File: config.mk
export PLATFORM = sky130hd
export DESIGN_NAME = cms_clock_mode_ctrl
export DESIGN_NICKNAME = d
export VERILOG_FILES = /design/src/rtl/cms_pkg.sv /design/src/rtl/cms_clock_mode_ctrl.sv /design/src/rtl/cms_strap_capture.sv
export SDC_FILE = /design/constraint.sdc
export NUM_CORES = 1
export LEC_CHECK = 0
export ABC_CLOCK_PERIOD_IN_PS = 1650
export BUFFER_PORTS_ARGS = -buffer_cell sky130_fd_sc_hd__buf_2
export CAP_MARGIN = 20
export CELL_PAD_IN_SITES_DETAIL_PLACEMENT = 2
export CELL_PAD_IN_SITES_GLOBAL_PLACEMENT = 2
export CORE_UTILIZATION = 26
export CTS_BUF_LIST = sky130_fd_sc_hd__clkbuf_4 sky130_fd_sc_hd__clkbuf_8
export CTS_CLUSTER_SIZE = 20
export DETAILED_ROUTE_END_ITERATION = 12
export GPL_ROUTABILITY_DRIVEN = 0
export PLACE_DENSITY_LB_ADDON = 0.12
export SLEW_MARGIN = 10
export SYNTH_ARGS = -nofsm -noshare
export SYNTH_HDL_FRONTEND = slang
export SYNTH_SLANG_ARGS = --single-unit
File: constraint.sdc
create_clock -name clk_sys -period 1.65 [get_ports clk_sys]
set_clock_uncertainty 0.05 [all_clocks]
set_input_delay 0.0825 -clock clk_sys [delete_from_list [all_inputs] [get_ports clk_sys]]
set_output_delay 0.0825 -clock clk_sys [all_outputs]
set_load 0.02 [all_outputs]
File: src/rtl/cms_pkg.sv
// constants shared by the clock mode select controller
package cms_pkg;
  // register byte addresses
  localparam logic [31:0] ADDR_FREQ_CTRL = 32'hFFFF_FF80;
  localparam logic [31:0] ADDR_MODE_STATUS = 32'hFFFF_FF84;
  // freq_control_reg reset value and field positions
  localparam logic [15:0] FREQ_CTRL_RESET = 16'h0102;
  localparam int BIT_BUS_CLK_OUT = 8;
  localparam int BIT_PLL_STANDBY = 7;
  localparam int BIT_PLL1_ON = 6;
  localparam int POS_PLL1_RATIO = 4;
  localparam int POS_INT_DIV = 2;
  localparam int POS_PER_DIV = 0;
  // mode status field positions
  localparam int POS_ST_MODE = 0;
  localparam int BIT_ST_VALID = 3;
  localparam int BIT_ST_ILLEGAL = 4;
  localparam int BIT_ST_PLL1 = 5;
  localparam int BIT_ST_BUS_OE = 6;
  localparam int BIT_ST_BUS_IN = 7;
  // cycles after reset release before straps are taken
  localparam logic [1:0] STRAP_SETTLE_CYCLES = 2'h3;
  typedef enum logic [2:0] {
    CMS_MODE0 = 3'b000,
    CMS_MODE1 = 3'b001,
    CMS_MODE2 = 3'b010,
    CMS_MODE3 = 3'b011,
    CMS_MODE4 = 3'b100,
    CMS_MODE5 = 3'b101,
    CMS_MODE6 = 3'b110,
    CMS_MODE7 = 3'b111
  } cms_mode_t;
endpackage : cms_pkg

File: src/rtl/cms_clock_mode_ctrl.sv
// clock mode select controller: strap decode, clock routing and frequency control register
// Summary of operation
// - straps 000..100 and 111 pick clock mode
// - frequency register initialised only by reset pin
// - watchdog power-on reset keeps register contents
// - mode 0: ext clock, PLL2 x1, PLL1 on
// - mode 1: ext clock, PLL2 x4, bus clock out
// - mode 2: crystal, PLL2 x4, PLL1 on
// - mode 3: ext clock x1, PLL1 software switched
// - mode 4: crystal x1, PLL1 software switched
// - modes 3/4: divider 1 source follows PLL1 state, divider 2 stays on PLL2
// - mode 7: bus clock input, PLL2 off
// - other modes drive bus clock out
// - driven bus clock may be held fixed
// - register holds output, PLL and divider controls
// - PLL1 aligns internal edge to bus clock
`timescale 1ns/100ps
module cms_clock_mode_ctrl (
  // clock and reset
  input wire logic clk_sys,
  input wire logic rst_n,
  input wire logic wdt_poweron_reset,
  // mode straps
  input wire logic mode_strap_bit0,
  input wire logic mode_strap_bit1,
  input wire logic mode_strap_bit2,
  // avalon-mm slave
  input wire logic [31:0] avs_address,
  input wire logic avs_read,
  input wire logic avs_write,
  input wire logic [31:0] avs_writedata,
  input wire logic [3:0] avs_byteenable,
  output logic [31:0] avs_readdata,
  output logic avs_waitrequest,
  // bus clock pin
  input wire logic bus_clock_io_in,
  output logic bus_clock_io_out,
  output logic bus_clock_io_oe,
  // clock generator controls
  output logic [2:0] clock_mode,
  output logic mode_valid,
  output logic mode_illegal,
  output logic crystal_osc_enable,
  output logic ext_clock_select,
  output logic pll2_enable,
  output logic pll2_ratio_x4,
  output logic pll1_enable,
  output logic [1:0] pll1_ratio,
  output logic pll1_ref_bus_clock,
  output logic pll_standby,
  output logic div1_src_pll1,
  output logic div2_src_pll1,
  output logic div3_enable,
  output logic [1:0] internal_div,
  output logic [1:0] periph_div
);
  cms_pkg::cms_mode_t mode;
  logic strap_valid;
  logic strap_illegal;
  logic [15:0] freq_control_reg;
  logic bus_in_meta;
  logic bus_in_sync;
  logic bus_clk_level;

  cms_strap_capture u_strap (
    .clk_sys(clk_sys),
    .rst_n(rst_n),
    .recapture(wdt_poweron_reset),
    .mode_strap_bit0(mode_strap_bit0),
    .mode_strap_bit1(mode_strap_bit1),
    .mode_strap_bit2(mode_strap_bit2),
    .mode(mode),
    .mode_valid(strap_valid),
    .mode_illegal(strap_illegal)
  );

  // bus decode
  wire hit_freq = (avs_address == cms_pkg::ADDR_FREQ_CTRL);
  wire hit_status = (avs_address == cms_pkg::ADDR_MODE_STATUS);
  wire access_ack = (avs_read || avs_write) && !avs_waitrequest;
  wire do_write = avs_write && !avs_waitrequest && hit_freq;

  // mode classes
  wire m_fixed_pll1 = strap_valid && (mode == cms_pkg::CMS_MODE0 || mode == cms_pkg::CMS_MODE1 ||
                                      mode == cms_pkg::CMS_MODE2);
  wire m_sw_pll1 = strap_valid && (mode == cms_pkg::CMS_MODE3 || mode == cms_pkg::CMS_MODE4);
  wire m_bus_in = strap_valid && (mode == cms_pkg::CMS_MODE7);
  wire next_pll1_en = m_fixed_pll1 || m_bus_in || (m_sw_pll1 && freq_control_reg[cms_pkg::BIT_PLL1_ON]);
  wire next_bus_oe = strap_valid && !m_bus_in;
  wire bus_hold = !freq_control_reg[cms_pkg::BIT_BUS_CLK_OUT];
  wire next_pll2_x4 = strap_valid && (mode == cms_pkg::CMS_MODE1 || mode == cms_pkg::CMS_MODE2);
  wire next_crystal_drive_out = strap_valid && (mode == cms_pkg::CMS_MODE2 || mode == cms_pkg::CMS_MODE4);
  wire next_ext = strap_valid && (mode == cms_pkg::CMS_MODE0 || mode == cms_pkg::CMS_MODE1 ||
                                  mode == cms_pkg::CMS_MODE3);

  wire [15:0] freq_wmask = {{8{avs_byteenable[1]}}, {8{avs_byteenable[0]}}};
  wire [15:0] next_freq = (freq_control_reg & ~freq_wmask) | (avs_writedata[15:0] & freq_wmask);

  wire [7:0] status_word = {bus_in_sync, bus_clock_io_oe, pll1_enable, strap_illegal, strap_valid, mode};
  wire [31:0] next_readdata = hit_freq ? {16'h0000, freq_control_reg} :
                              hit_status ? {24'h00_0000, status_word} : 32'h0000_0000;

  // avalon slave: one wait state, read data registered with the answer
  always_ff @(posedge clk_sys or negedge rst_n) begin
    if (!rst_n) begin
      avs_waitrequest <= 1'b1;
      avs_readdata <= 32'h0000_0000;
    end else begin
      avs_waitrequest <= !((avs_read || avs_write) && avs_waitrequest);
      if (avs_read && avs_waitrequest) begin
        avs_readdata <= next_readdata;
      end else if (access_ack) begin
        avs_readdata <= 32'h0000_0000;
      end
    end
  end

  // only the pin reset loads the initial value; watchdog reset is ignored here
  always_ff @(posedge clk_sys or negedge rst_n) begin
    if (!rst_n) begin
      freq_control_reg <= cms_pkg::FREQ_CTRL_RESET;
    end else if (do_write) begin
      freq_control_reg <= next_freq;
    end
  end

  // bus clock pin input synchroniser, for status only
  always_ff @(posedge clk_sys or negedge rst_n) begin
    if (!rst_n) begin
      bus_in_meta <= 1'b0;
      bus_in_sync <= 1'b0;
    end else begin
      bus_in_meta <= bus_clock_io_in;
      bus_in_sync <= bus_in_meta;
    end
  end

  // pin toggles when running, stays low when held
  always_ff @(posedge clk_sys or negedge rst_n) begin
    if (!rst_n) begin
      bus_clk_level <= 1'b0;
    end else if (next_bus_oe && !bus_hold) begin
      bus_clk_level <= !bus_clk_level;
    end else begin
      bus_clk_level <= 1'b0;
    end
  end

  always_ff @(posedge clk_sys or negedge rst_n) begin
    if (!rst_n) begin
      bus_clock_io_out <= 1'b0;
      bus_clock_io_oe <= 1'b0;
      clock_mode <= 3'h0;
      mode_valid <= 1'b0;
      mode_illegal <= 1'b0;
      crystal_osc_enable <= 1'b0;
      ext_clock_select <= 1'b0;
      pll2_enable <= 1'b0;
      pll2_ratio_x4 <= 1'b0;
      pll1_enable <= 1'b0;
      pll1_ratio <= 2'h0;
      pll1_ref_bus_clock <= 1'b0;
      pll_standby <= 1'b0;
      div1_src_pll1 <= 1'b0;
      div2_src_pll1 <= 1'b0;
      div3_enable <= 1'b0;
      internal_div <= 2'h0;
      periph_div <= 2'h0;
    end else begin
      bus_clock_io_out <= bus_clk_level;
      bus_clock_io_oe <= next_bus_oe;
      clock_mode <= mode;
      mode_valid <= strap_valid;
      mode_illegal <= strap_illegal;
      crystal_osc_enable <= next_crystal_drive_out;
      ext_clock_select <= next_ext;
      pll2_enable <= strap_valid && !m_bus_in;
      pll2_ratio_x4 <= next_pll2_x4;
      pll1_enable <= next_pll1_en;
      pll1_ratio <= freq_control_reg[cms_pkg::POS_PLL1_RATIO +: 2];
      // PLL1 feedback taken from the bus clock pin
      pll1_ref_bus_clock <= next_pll1_en;
      pll_standby <= freq_control_reg[cms_pkg::BIT_PLL_STANDBY];
      // dividers fall back to PLL2 while PLL1 is off
      div1_src_pll1 <= next_pll1_en;
      div2_src_pll1 <= next_pll1_en && !m_sw_pll1;
      div3_enable <= 1'b0;
      internal_div <= freq_control_reg[cms_pkg::POS_INT_DIV +: 2];
      periph_div <= freq_control_reg[cms_pkg::POS_PER_DIV +: 2];
    end
  end
endmodule : cms_clock_mode_ctrl

File: src/rtl/cms_strap_capture.sv
// mode strap synchroniser, capture and decode
`timescale 1ns/100ps
module cms_strap_capture (
  // clock and reset
  input wire logic clk_sys,
  input wire logic rst_n,
  input wire logic recapture,
  // strap pins
  input wire logic mode_strap_bit0,
  input wire logic mode_strap_bit1,
  input wire logic mode_strap_bit2,
  // decoded mode
  output cms_pkg::cms_mode_t mode,
  output logic mode_valid,
  output logic mode_illegal
);
  logic [2:0] strap_meta;
  logic [2:0] strap_sync;
  logic [1:0] settle;
  logic taken;
  wire take_now = (settle == cms_pkg::STRAP_SETTLE_CYCLES) && !taken;
  // 101 and 110 are no defined mode
  wire strap_bad = (strap_sync == 3'h5) || (strap_sync == 3'h6);

  always_ff @(posedge clk_sys or negedge rst_n) begin
    if (!rst_n) begin
      strap_meta <= 3'h0;
      strap_sync <= 3'h0;
    end else begin
      strap_meta <= {mode_strap_bit2, mode_strap_bit1, mode_strap_bit0};
      strap_sync <= strap_meta;
    end
  end

  // straps are caught by a clocked process after release, never by the reset itself
  always_ff @(posedge clk_sys or negedge rst_n) begin
    if (!rst_n) begin
      settle <= 2'h0;
      taken <= 1'b0;
      mode <= cms_pkg::CMS_MODE0;
      mode_valid <= 1'b0;
      mode_illegal <= 1'b0;
    end else if (recapture) begin
      settle <= 2'h0;
      taken <= 1'b0;
      mode_valid <= 1'b0;
    end else if (take_now) begin
      taken <= 1'b1;
      mode <= cms_pkg::cms_mode_t'(strap_sync);
      mode_valid <= !strap_bad;
      mode_illegal <= strap_bad;
    end else if (!taken) begin
      settle <= settle + 2'h1;
    end
  end
endmodule : cms_strap_capture

==> flow_summary.json <==
{
  "status": "complete, no violations",
  "power_frac_seq_pct": 47.2,
  "leakage_nw": 2.01,
  "worst_slack_ns": 0.162,
  "wl_per_cell_um": 14.2,
  "ios": 133,
  "die_w_um": 105,
  "cts_sinks": 69,
  "core.rowCount": 37,
  "place_ws_ns": -0.118,
  "cp-startpoint": "avs_waitrequest",
  "numCtsBuffers": 9,
  "grt_setup_unrepaired": "false",
  "maxSlewViolCount": 0,
  "synth.distinct_cells": 35,
  "finalCriticalPeriod_ns": 1.49,
  "cts_htree_levels": 3,
  "die_area_um2": 10900,
  "max_freq_mhz": 672,
  "crit_arrival_ns": 1.67,
  "antenna_found_initial": 0,
  "fin_tns_setup_ns": 0,
  "internal_power_w": 0.00304,
  "clkPwrFrac_pct": 35.9,
  "drc": 0,
  "fill_cells": 1140,
  "port_buffers": 97,
  "synth_top_area_cell": "dfrtp_1",
  "dieHeight_um": 105,
  "grt_pass1_vias": 2205,
  "pwr_density_cell_nw_per_um2": 1110,
  "drtIter0Drc": 32,
  "initial_utilization_pct": 26.6,
  "swShare_pct": 28.7,
  "avgSynthCellArea_um2": 12.8,
  "grt_use_total_pct": 13.6,
  "cts_max_path_buffers": 2,
  "final_hold_viol_count": 0,
  "drive_above_1_share_pct": 42.6,
  "ant_nets": 0,
  "synth_area_leaders": "dfrtp_1 (60%), mux2_2 (7.4%), buf_4 (5.5%)",
  "worst_ir_drop_vdd_mv": 0.421,
  "coreArea_um2": 10300,
  "required_ns": 1.83,
  "reg2reg_from": "avs_waitrequest",
  "hold_path.class": "input pin to flop",
  "critPathLaunchType": "flop",
  "grt_overflow": 0,
  "yosysTopAreaCellShare_pct": 60.4,
  "register_area_um2": 1730,
  "antenna_cells": 0,
  "grt_pass1_wl_um": 11200,
  "power_switching_w": 0.00123,
  "multiInputGateArea_um2": 908,
  "synthesis.instances": 214,
  "hpwl_um": 4770,
  "cts_tree": "done",
  "worstSetupEndpointType": "flop",
  "fin_util_pct": 37.4,
  "path_max_fanout": 8,
  "final_nets": 423,
  "dr.pass1.iters": 3,
  "hp-start": "avs_byteenable[1]",
  "clk_latency_ns": 0.35,
  "fin_crit_sh_pct": 90.2,
  "via_per_inst": 4.24,
  "finalSetupViolCount": 0,
  "ys_ff_latch": 69,
  "vias": 2059,
  "grt_max_degree": 70,
  "seq_area_frac_synth_pct": 63.3,
  "cap_violations": 0,
  "wl_um": 6910,
  "critical_path_class": "flop to flop",
  "area_delta_synth_final_pct": 40.7,
  "cts.root.buffer_cell": "clkbuf_8",
  "path_clk_slew_ns": 0.08,
  "netlist_area_um2": 2730,
  "pwr-share-comb_pct": 16.9,
  "ys.warnings.count": 0
}
## cell usage after synthesis, drive strengths merged
cell type	number
xnor2	1
xor2	3
conb	1
mux2	18
buf	21
nand4	7
and2	1
nand2	20
nand4b	2
a21boi	1
nor2b	3
mux2i	8
ha	1
and3b	1
clkbuf	5
a21oi	4
nand3b	1
nor4	2
nor2	5
dfstp	3
nand2b	10
o211a	1
nand3	2
or4b	1
nor3b	1
a311oi	1
dfrtp	66
inv	3
and3	1
o21ai	20
## metrics by stage
step | power, W | instance area [um2] | hold WS, ns | cells
6_report | 0.00426 | 3840 | 0.113 | 486
5_1_grt | 0.00449 | 3840 | 0.113 | 486
4_1_cts | 0.00434 | 3840 | 0.101 | 486
3_5_place_dp | 0.00274 | 3380 | 0.0915 | 446
3_3_place_gp | 0.00272 | 3380 | 0.0870 | 446
2_1_floorplan | 0.00247 | 2820 | -0.263 | 230
## cell usage in the layout (no fill, tap or decap), types with 2 or more instances in the layout
cell           instances
nor2b_1                2
o21ai_1                2
inv_1                  3
nand2_1               20
mux2_2                18
buf_2                 97
dfrtp_1               66
clkinv_2               2
buf_4                  8
xor2_1                 3
dfstp_2                3
nand4b_1               2
conb_1                17
clkinv_4               2
nand2b_1              10
bufinv_16              2
nor2_1                 5
clkbuf_8               9
mux2i_1                8
a21oi_1                4
nand4_1                5
o21ai_0               18
dlygate4sd3_1         24
nand4_4                2
nand3_1                2
## worst max-delay path, stage by stage (launching register included)
cell and delay [ns]:
dfstp_2 0.39, nor3b_1 0.20, buf_4 0.17, nand4_4 0.22, mux2_2 0.34
## final cells by class
class,count,area share (%)
flip-flops and latches,69,45.0
multi-input cells,132,23.6
repair buffers,130,21.0
well taps,136,4.43
clock buffers,10,3.42
clock inverters,6,2.28
inverters,3,0.293
## cell families after synthesis
logic type                 after synthesis  synth area share [%]
DFF                                     69                  63.3
and+or+nand+nor                         57                  12.3
buffers and inverters                   29                  6.78
AOI/OAI and AO/OA                       27                  5.36
muxes                                   26                  10.3
xor gates and xnor gates                 4                  1.28
adders and majority gates                1                 0.458
other                                    1                 0.137
## power groups by stage
stage	Combinational (W)	Clock, W	Sequential [W]
after floorplan	0.000400	0	0.00207
after CTS	0.000729	0.00159	0.00202
after detailed placement	0.000682	0	0.00206
after global routing	0.000790	0.00166	0.00205
final	0.000719	0.00153	0.00201
after global placement	0.000665	0	0.00205
## final timing paths
path | end | slack, ns | cells after the start
max reg2reg | flop | 0.16 | 4
max in group asynchronous | async pin | 0.96 | 3
max | flop | 0.16 | 4
min | flop | 0.11 | 3
min in group asynchronous | avs_readdata[11] | 0.22 | 3
min reg2reg | u_strap.strap_sync[2] | 0.31 | 0
## timing repair
action                                  4_1_cts  5_1_grt
buffers inserted                              0        0
endpoints found under the hold margin        91        0
gates resized for setup                       0        2
endpoints found under the setup margin        0        4
hold buffers                                 24        0
## metal layers
layer	track usage, %	routed length (um)	up-vias
met2	22.7	3540	75
li1	-	-	955
met5	0	0	-
met3	2.88	323	8
met1	16.3	2910	1021
met4	7.65	145	0
Note: power is estimated with default switching activity, not from simulation.
